`config.mk`:
```
export PLATFORM = sky130hd
export DESIGN_NAME = cfr_top
export DESIGN_NICKNAME = d
export VERILOG_FILES = /design/src/hdl/cfr_pkg.sv /design/src/hdl/cfr_rst_sync.sv /design/src/hdl/cfr_top.sv
export SDC_FILE = /design/constraint.sdc
export NUM_CORES = 1
export LEC_CHECK = 0
export BUFFER_PORTS_ARGS = -buffer_cell sky130_fd_sc_hd__buf_2
export CORE_UTILIZATION = 30
export CTS_CLUSTER_SIZE = 28
export DETAILED_ROUTE_END_ITERATION = 8
export GPL_ROUTABILITY_DRIVEN = 0
export HOLD_SLACK_MARGIN = 0.06
export PLACE_DENSITY = 0.88
export SLEW_MARGIN = 20
export SYNTH_ARGS = -nofsm -noshare
export SYNTH_HDL_FRONTEND = slang
export SYNTH_SLANG_ARGS = --single-unit
```
`constraint.sdc`:
```
create_clock -name i_sys_clk -period 1.2 [get_ports i_sys_clk]
set_clock_uncertainty 0.1 [all_clocks]
set_input_delay 0.24 -clock i_sys_clk [delete_from_list [all_inputs] [get_ports i_sys_clk]]
set_output_delay 0.24 -clock i_sys_clk [all_outputs]
set_load 0.01 [all_outputs]
```
`src/hdl/cfr_pkg.sv`:
```
package cfr_pkg;

    ////////////////////////////////////////////////////////////////////////
    // Access port widths and coordinates of the two feature words
    localparam int CFR_DATA_W = 32;
    localparam int CFR_NUM_W = 5;
    localparam int CFR_SEL_W = 3;
    localparam logic [CFR_NUM_W-1:0] CFR_FEAT_REG_NUM = 5'h10;
    localparam logic [CFR_SEL_W-1:0] CFR_SEL_WORD_ONE = 3'h1;
    localparam logic [CFR_SEL_W-1:0] CFR_SEL_WORD_THREE = 3'h3;
    localparam logic [CFR_DATA_W-1:0] CFR_ZERO_WORD = 32'h0000_0000;

    ////////////////////////////////////////////////////////////////////////
    // First feature word fields
    localparam int CFR_W1_NEXT_BIT = 31;
    localparam int CFR_W1_ZERO_HI = 30;
    localparam int CFR_W1_ZERO_LO = 5;
    localparam int CFR_W1_PERF_BIT = 4;
    localparam int CFR_W1_WATCH_BIT = 3;
    localparam int CFR_W1_LCOMP_BIT = 2;
    localparam int CFR_W1_DEBUG_BIT = 1;
    localparam int CFR_W1_FLOAT_BIT = 0;
    localparam logic CFR_W1_NEXT_VAL = 1'b1;
    localparam logic CFR_PERF_COUNTER_PRESENT = 1'b1;
    localparam logic CFR_WATCH_REG_PRESENT = 1'b0;
    localparam logic CFR_LEGACY_COMPRESS_PRESENT = 1'b0;
    localparam logic CFR_DEBUG_EXT_PRESENT = 1'b1;
    localparam logic CFR_FLOAT_UNIT_PRESENT = 1'b0;

    ////////////////////////////////////////////////////////////////////////
    // Third feature word fields
    localparam int CFR_W3_TOP_BIT = 31;
    localparam int CFR_W3_PRIO_HI = 22;
    localparam int CFR_W3_PRIO_LO = 21;
    localparam int CFR_W3_ARCH_HI = 20;
    localparam int CFR_W3_ARCH_LO = 18;
    localparam int CFR_W3_MCU_BIT = 17;
    localparam int CFR_W3_EXC_BIT = 16;
    localparam int CFR_W3_ISET_HI = 15;
    localparam int CFR_W3_ISET_LO = 14;
    localparam int CFR_W3_ULR_BIT = 13;
    localparam int CFR_W3_INHIB_BIT = 12;
    localparam int CFR_W3_FLOW_BIT = 8;
    localparam int CFR_W3_EIC_BIT = 6;
    localparam int CFR_W3_VEC_BIT = 5;
    localparam int CFR_W3_PAGE_BIT = 4;
    localparam int CFR_W3_DMAP_BIT = 3;
    localparam int CFR_W3_TRACE_BIT = 0;
    localparam logic CFR_W3_TOP_VAL = 1'b0;
    localparam logic [1:0] CFR_PRIORITY_FIELD_WIDTH = 2'h1;
    localparam logic [2:0] CFR_COMPRESSED_ARCH_REVISION = 3'h0;
    localparam logic CFR_MCU_EXT_PRESENT = 1'b1;
    localparam logic CFR_EXCEPTION_ENTRY_INSTR_SET = 1'b1;
    localparam logic [1:0] CFR_INSTR_SET_AVAIL = 2'h1;
    localparam logic CFR_USER_LOCAL_REG_PRESENT = 1'b1;
    localparam logic CFR_READ_EXEC_INHIBIT_PRESENT = 1'b1;
    localparam logic CFR_FLOW_TRACE_PRESENT = 1'b0;
    localparam logic CFR_EXT_IRQ_CTRL_SUPPORT = 1'b1;
    localparam logic CFR_VECTORED_IRQ_PRESENT = 1'b1;
    localparam logic CFR_PAGE_SIZE_FLAG = 1'b0;
    localparam logic CFR_DEVICE_MAP_REGION_PRESENT = 1'b1;
    localparam logic CFR_TRACE_LOGIC_PRESENT = 1'b0;

    ////////////////////////////////////////////////////////////////////////
    // Assembled words; unlisted bits stay zero
    localparam logic [CFR_DATA_W-1:0] CFR_WORD_ONE =
        (32'(CFR_W1_NEXT_VAL) << CFR_W1_NEXT_BIT) |
        (32'(CFR_PERF_COUNTER_PRESENT) << CFR_W1_PERF_BIT) |
        (32'(CFR_WATCH_REG_PRESENT) << CFR_W1_WATCH_BIT) |
        (32'(CFR_LEGACY_COMPRESS_PRESENT) << CFR_W1_LCOMP_BIT) |
        (32'(CFR_DEBUG_EXT_PRESENT) << CFR_W1_DEBUG_BIT) |
        (32'(CFR_FLOAT_UNIT_PRESENT) << CFR_W1_FLOAT_BIT);
    localparam logic [CFR_DATA_W-1:0] CFR_WORD_THREE =
        (32'(CFR_W3_TOP_VAL) << CFR_W3_TOP_BIT) |
        (32'(CFR_PRIORITY_FIELD_WIDTH) << CFR_W3_PRIO_LO) |
        (32'(CFR_COMPRESSED_ARCH_REVISION) << CFR_W3_ARCH_LO) |
        (32'(CFR_MCU_EXT_PRESENT) << CFR_W3_MCU_BIT) |
        (32'(CFR_EXCEPTION_ENTRY_INSTR_SET) << CFR_W3_EXC_BIT) |
        (32'(CFR_INSTR_SET_AVAIL) << CFR_W3_ISET_LO) |
        (32'(CFR_USER_LOCAL_REG_PRESENT) << CFR_W3_ULR_BIT) |
        (32'(CFR_READ_EXEC_INHIBIT_PRESENT) << CFR_W3_INHIB_BIT) |
        (32'(CFR_FLOW_TRACE_PRESENT) << CFR_W3_FLOW_BIT) |
        (32'(CFR_EXT_IRQ_CTRL_SUPPORT) << CFR_W3_EIC_BIT) |
        (32'(CFR_VECTORED_IRQ_PRESENT) << CFR_W3_VEC_BIT) |
        (32'(CFR_PAGE_SIZE_FLAG) << CFR_W3_PAGE_BIT) |
        (32'(CFR_DEVICE_MAP_REGION_PRESENT) << CFR_W3_DMAP_BIT) |
        (32'(CFR_TRACE_LOGIC_PRESENT) << CFR_W3_TRACE_BIT);

    ////////////////////////////////////////////////////////////////////////
    // Decoded target of an access
    typedef enum logic [1:0] {
        CFR_TGT_NONE = 2'b00,
        CFR_TGT_ONE = 2'b01,
        CFR_TGT_THREE = 2'b10
    } cfr_target_t;

    typedef struct packed {
        logic [CFR_DATA_W-1:0] rd_data;
        logic rd_valid;
        logic rd_hit;
        logic wr_drop;
    } cfr_state_t;

    localparam cfr_state_t CFR_STATE_RST = '{
        rd_data: CFR_ZERO_WORD,
        rd_valid: 1'b0,
        rd_hit: 1'b0,
        wr_drop: 1'b0
    };

endpackage

```
`src/hdl/cfr_rst_sync.sv`:
```
module cfr_rst_sync (
    // Clock and raw reset
    input wire logic i_sys_clk,
    input wire logic i_rstn,
    // Released reset
    output logic o_rstn_sync
);

    typedef struct packed {
        logic stage_one;
        logic stage_two;
    } cfr_sync_state_t;

    cfr_sync_state_t sync_ff;
    cfr_sync_state_t nxt_sync;

    // Only the second stage reads the first, to let metastability settle
    always_comb begin
        nxt_sync.stage_one = 1'b1;
        nxt_sync.stage_two = sync_ff.stage_one;
    end

    // Assert at once, release only after two clean edges
    always_ff @(posedge i_sys_clk or negedge i_rstn) begin
        if (!i_rstn) begin
            sync_ff <= '0;
        end else begin
            sync_ff <= nxt_sync;
        end
    end

    assign o_rstn_sync = sync_ff.stage_two;

endmodule

```
`src/hdl/cfr_top.sv`:
```
// Summary of operation
// - First word bit 31 reads one, announcing a further feature word.
// - First word bits 30 to 5 always read zero.
// - First word bit 4 reads one: performance counters present.
// - First word bit 3 reads zero: no watch registers.
// - First word bit 2 reads zero: legacy code compression absent.
// - First word bit 1 reads one: debug extension present.
// - First word bit 0 reads zero: no floating-point unit.
// - Third word bit 31 is hardwired to zero.
// - Third word bits 22 to 21 read 01: eight-bit priority fields.
// - Third word bits 20 to 18 read 000: first compressed release.
// - Third word bit 17 reads one: microcontroller extension present.
// - Third word bit 16 reads one: exceptions enter compressed set.
// - Third word bits 15 to 14 read 01: only compressed set.
// - Third word bit 13 reads one: user-local register present.
// - Third word bit 12 reads one: read and execute inhibit present.
// - Third word bit 8 reads zero: no flow-trace hardware.
// - Third word bit 6 reads one: external interrupt controller support.
// - Third word bit 5 reads one: vectored interrupts present.
// - Third word bit 4 reads zero: four-kilobyte pages.
// - Third word bit 3 reads one: common device map present.
// - Third word bit 0 reads zero: no trace logic.
//
module cfr_top (
    // Clock and reset
    input wire logic i_sys_clk,
    input wire logic i_rstn,
    // Coprocessor register read
    input wire logic i_rd_en,
    input wire logic [cfr_pkg::CFR_NUM_W-1:0] i_rd_num,
    input wire logic [cfr_pkg::CFR_SEL_W-1:0] i_rd_sel,
    // Coprocessor register write
    input wire logic i_wr_en,
    input wire logic [cfr_pkg::CFR_NUM_W-1:0] i_wr_num,
    input wire logic [cfr_pkg::CFR_SEL_W-1:0] i_wr_sel,
    input wire logic [cfr_pkg::CFR_DATA_W-1:0] i_wr_data,
    // Read answer
    output logic [cfr_pkg::CFR_DATA_W-1:0] o_rd_data,
    output logic o_rd_valid,
    output logic o_rd_hit,
    // Write answer
    output logic o_wr_drop
);

    import cfr_pkg::*;

    ////////////////////////////////////////////////////////////////////////
    // Reset release

    logic rstn_sync;

    cfr_rst_sync u_rst_sync (
        .i_sys_clk(i_sys_clk),
        .i_rstn(i_rstn),
        .o_rstn_sync(rstn_sync)
    );

    ////////////////////////////////////////////////////////////////////////
    // Decode shared by the read and write paths

    function automatic cfr_target_t cfr_decode(
        input logic [CFR_NUM_W-1:0] num,
        input logic [CFR_SEL_W-1:0] sel
    );
        cfr_target_t tgt;
        if (num != CFR_FEAT_REG_NUM) begin
            tgt = CFR_TGT_NONE;
        end else if (sel == CFR_SEL_WORD_ONE) begin
            tgt = CFR_TGT_ONE;
        end else if (sel == CFR_SEL_WORD_THREE) begin
            tgt = CFR_TGT_THREE;
        end else begin
            tgt = CFR_TGT_NONE;
        end
        return tgt;
    endfunction

    ////////////////////////////////////////////////////////////////////////
    // State

    cfr_state_t state_ff;
    cfr_state_t nxt_state;
    cfr_target_t rd_tgt;
    cfr_target_t wr_tgt;

    assign rd_tgt = cfr_decode(i_rd_num, i_rd_sel);
    assign wr_tgt = cfr_decode(i_wr_num, i_wr_sel);

    always_comb begin
        nxt_state = state_ff;
        nxt_state.rd_valid = i_rd_en;
        nxt_state.rd_hit = 1'b0;
        nxt_state.wr_drop = 1'b0;
        if (i_rd_en) begin
            // Words are constants, so no register can drift after reset
            if (rd_tgt == CFR_TGT_ONE) begin
                nxt_state.rd_data = CFR_WORD_ONE;
                nxt_state.rd_hit = 1'b1;
            end else if (rd_tgt == CFR_TGT_THREE) begin
                nxt_state.rd_data = CFR_WORD_THREE;
                nxt_state.rd_hit = 1'b1;
            end else begin
                // Unmapped selects answer zero so software sees no junk
                nxt_state.rd_data = CFR_ZERO_WORD;
            end
        end
        // Write data is never stored; only the attempt is reported
        if (i_wr_en && (wr_tgt != CFR_TGT_NONE)) begin
            nxt_state.wr_drop = 1'b1;
        end
    end

    always_ff @(posedge i_sys_clk or negedge rstn_sync) begin
        if (!rstn_sync) begin
            state_ff <= CFR_STATE_RST;
        end else begin
            state_ff <= nxt_state;
        end
    end

    assign o_rd_data = state_ff.rd_data;
    assign o_rd_valid = state_ff.rd_valid;
    assign o_rd_hit = state_ff.rd_hit;
    assign o_wr_drop = state_ff.wr_drop;

    logic rd_one;
    logic rd_three;
    assign rd_one = i_rd_en && (rd_tgt == CFR_TGT_ONE);
    assign rd_three = i_rd_en && (rd_tgt == CFR_TGT_THREE);
endmodule

```
==> impl_metrics.sql <==
INSERT INTO impl_metrics (metric_group, metric, value, unit) VALUES
('worst_setup_path', 'arrival_time_of_the_worst_setup_path', '1.23', 'ns'),
('worst_setup_path', 'timing.critical_path.from_type', 'input pin', ''),
('timing', 'period_needed', '1.20', 'ns'),
('global_route', 'groute.usage.overall', '10.1', '%'),
('timing', 'finalSetupTns', '-0.00106', 'ns'),
('timing', 'rsz0062_at_grt', 'true', ''),
('yosys', 'syn_avg_cell_area', '10.2', 'sq um'),
('floorplan', 'coreArea', '1590', 'sq um'),
('floorplan', 'top_level_ports', '87', ''),
('worst_setup_path', 'worstPathCellList', 'buf_6, nor4b_4, nand4_1, ha_2, mux2_4', ''),
('cells_and_area', 'layout.cells.most_common_list', 'buf_2, conb_1, dfrtp_1, dlygate4sd3_1, clkbuf_4', ''),
('yosys', 'yosys.cell_types.count', '15', ''),
('cells_and_area', 'diodes', '0', ''),
('global_route', 'grt_remaining_overflow', '0', ''),
('clocking', 'clkSlewWorstSetupHoldPaths', '0.05', 'ns'),
('worst_setup_path', 'timing.setup.critical_path_class', 'in -> reg', ''),
('cells_and_area', 'area_delta_synth_final', '27.8', '%'),
('yosys', 'netlist_instances', '53', ''),
('timing', 'hold_violations', '0', ''),
('clocking', 'cts_buffer_depth', '2', ''),
('timing', 'timing.final.setup_violations', '1', ''),
('yosys', 'synth-compound-area-share', '0', '%'),
('pwr', 'combinationalPowerShare', '18.4', '%'),
('floorplan', 'fp.dieArea', '1980', 'sq um'),
('floorplan', 'die_width', '44.4', 'um'),
('drt', 'detail_route.wl_per_cell', '9.38', 'um'),
('yosys', 'synth.top_cells.by_area', 'buf_4, dfrtp_1, ha_1, mux2_2, nor4b_2', ''),
('pwr', 'maximum_ir_drop_on_the_vdd_rail', '0.220', 'mV'),
('clocking', 'clkLatencyLatePin', '0.24', 'ns'),
('drt', 'wl', '1010', 'um'),
('worst_setup_path', 'slowest_stage_cell_on_the_critical_path', 'nor4b_4', ''),
('yosys', 'ys.warnings.count', '0', ''),
('yosys', 'postSynthRegisterBits', '7', ''),
('pwr', 'cellPowerDensity', '797', 'nW/um^2'),
('floorplan', 'num_rows', '14', ''),
('place', 'placement.io_buffers', '33', ''),
('worst_setup_path', 'cpLargestDelayFamily', 'simple AND/OR/NAND/NOR gates', ''),
('global_route', 'grt_pass1_vias', '308', ''),
('pwr', 'sequentialPowerShare', '44.2', '%'),
('worst_setup_path', 'timing.critical_path.required', '1.23', 'ns'),
('worst_setup_path', 'worstPathMaxFanout', '4', ''),
('yosys', 'post_synth_xor_area_fraction', '0', '%'),
('timing', 'timing.final.crit_share', '100', '%'),
('drt', 'ant_nets', '0', ''),
('place', 'detailed_place_hpwl', '792', 'um'),
('yosys', 'synth_largest_area_cell', 'buf_4', ''),
('clocking', 'numClockSinks', '7', ''),
('pwr', 'switching_power', '0.139', 'mW'),
('pwr', 'net_switching_share_of_the_total_power', '25.2', '%'),
('drt', 'drc', '0', ''),
('place', 'area_of_placed_instances', '599', 'sq um'),
('timing', 'setup_slack', '-0.00106', 'ns'),
('floorplan', 'floorplan.die.height', '44.4', 'um'),
('clocking', 'clock_tree.htree_level_count', '1', ''),
('worst_setup_path', 'cp_slowest_stage_delay', '0.32', 'ns'),
('drt', 'dr.first_iter.drc_count', '1', ''),
('clocking', 'clock_tree_from_tritoncts', 'yes', ''),
('yosys', 'synth_largest_type_area_fraction', '41.7', '%'),
('floorplan', 'start_util', '33.9', '%'),
('pwr', 'leakagePower', '0.404', 'nW'),
('cells_and_area', 'final_cell_area', '691', 'sq um'),
('status', 'failed_checks', 'negative setup slack', ''),
('status', 'status', 'finished with violations', ''),
('global_route', 'grt_pass1_wl', '1370', 'um'),
('yosys', 'post_synth_fa_ha_maj_area_fraction', '4.63', '%'),
('cells_and_area', 'finish.net_count', '139', ''),
('yosys', 'synthSimpleGateAreaFrac', '15.7', '%'),
('global_route', 'grt_antenna_before_repair', '0', ''),
('drt', 'drtPass1Iterations', '4', ''),
('cells_and_area', 'drive_gt1_share', '52.4', '%'),
('timing', 'fmax', '833', 'MHz');
## synth_stat cells
master	count
and4_1	1
and4b_1	1
buf_4	30
conb_1	2
dfrtp_1	7
ha_1	2
mux2_2	2
nand2_1	1
nand4_1	1
nand4b_1	1
nor2_1	1
nor2b_1	1
nor4_2	1
nor4b_2	1
or4b_1	1
## timing repair
action	CTS	global route
setup endpoints to repair	12	12
resized for setup	5	0
pin swaps	3	4
hold buffers	4	0
buffers inserted	0	1
hold endpoints to repair	8	0
## worst register-to-register path: stages (launching register included)
cell	delay [ns]
dfrtp_2	0.44
buf_4	0.14
mux2_4	0.25
## final timing paths
kind                                   startpoint  slack, ns  cells past startpoint                      to
setup reg to reg                    o_rd_data[21]       0.15                      2           o_rd_data[21]
max in group asynchronous  u_rst_sync.o_rstn_sync       0.29                      1           o_rd_data[21]
min in group asynchronous                  i_rstn       0.21                      2  u_rst_sync.nxt_sync[0]
hold / removal                            i_rd_en       0.07                      1              o_rd_valid
setup / recovery                      i_rd_num[3]     -0.001                      5            o_rd_data[4]
hold reg to reg            u_rst_sync.nxt_sync[0]       0.25                      0  u_rst_sync.o_rstn_sync
## logic make-up after synthesis
group | count (synthesis)
buf+inv | 30
mux | 2
flops | 7
fa+ha+maj | 2
other cells | 2
simple gates | 10
## flip-flops by register name (all words and copies together), names as in the netlist
signal and count:
o_rd_data 2, o_rd_hit 1, o_rd_valid 1, o_wr_drop 1, u_rst_sync.nxt_sync 1, u_rst_sync.o_rstn_sync 1
## per-stage QoR
step	utilization, %	total power, mW	setup WS [ns]	std cells
after floorplan	-	0.340	-0.0951	72
after global placement	37.6	0.328	-0.239	99
after detailed placement	37.6	0.331	-0.291	99
final	43.3	0.550	-0.00106	108
after CTS	42.9	0.553	-0.0194	107
after global routing	43.3	0.571	-0.0446	108
## power by group through the flow
stage	clock network [mW]	registers (mW)	logic [mW]
after floorplan	0	0.251	0.0890
after CTS	0.211	0.244	0.0989
after detailed placement	0	0.250	0.0811
final	0.206	0.243	0.101
after global routing	0.217	0.244	0.110
after global placement	0	0.250	0.0780
## layout make-up
cell class / count / area [sq um]
fill: 162 / 903
clock buffer: 4 / 26.3
sequential: 7 / 176
timing repair buffer: 38 / 225
tap: 24 / 30.0
multi-input combinational: 35 / 233
## layer usage
metal	vias to the layer above	share of wire, %	track usage, %
li1	184	-	-
met1	180	31	9.09
met3	0	9.2	0
met5	-	0	0
met2	33	60	20.0
met4	0	0	9.09
Note: power is estimated with default switching activity, not from simulation.
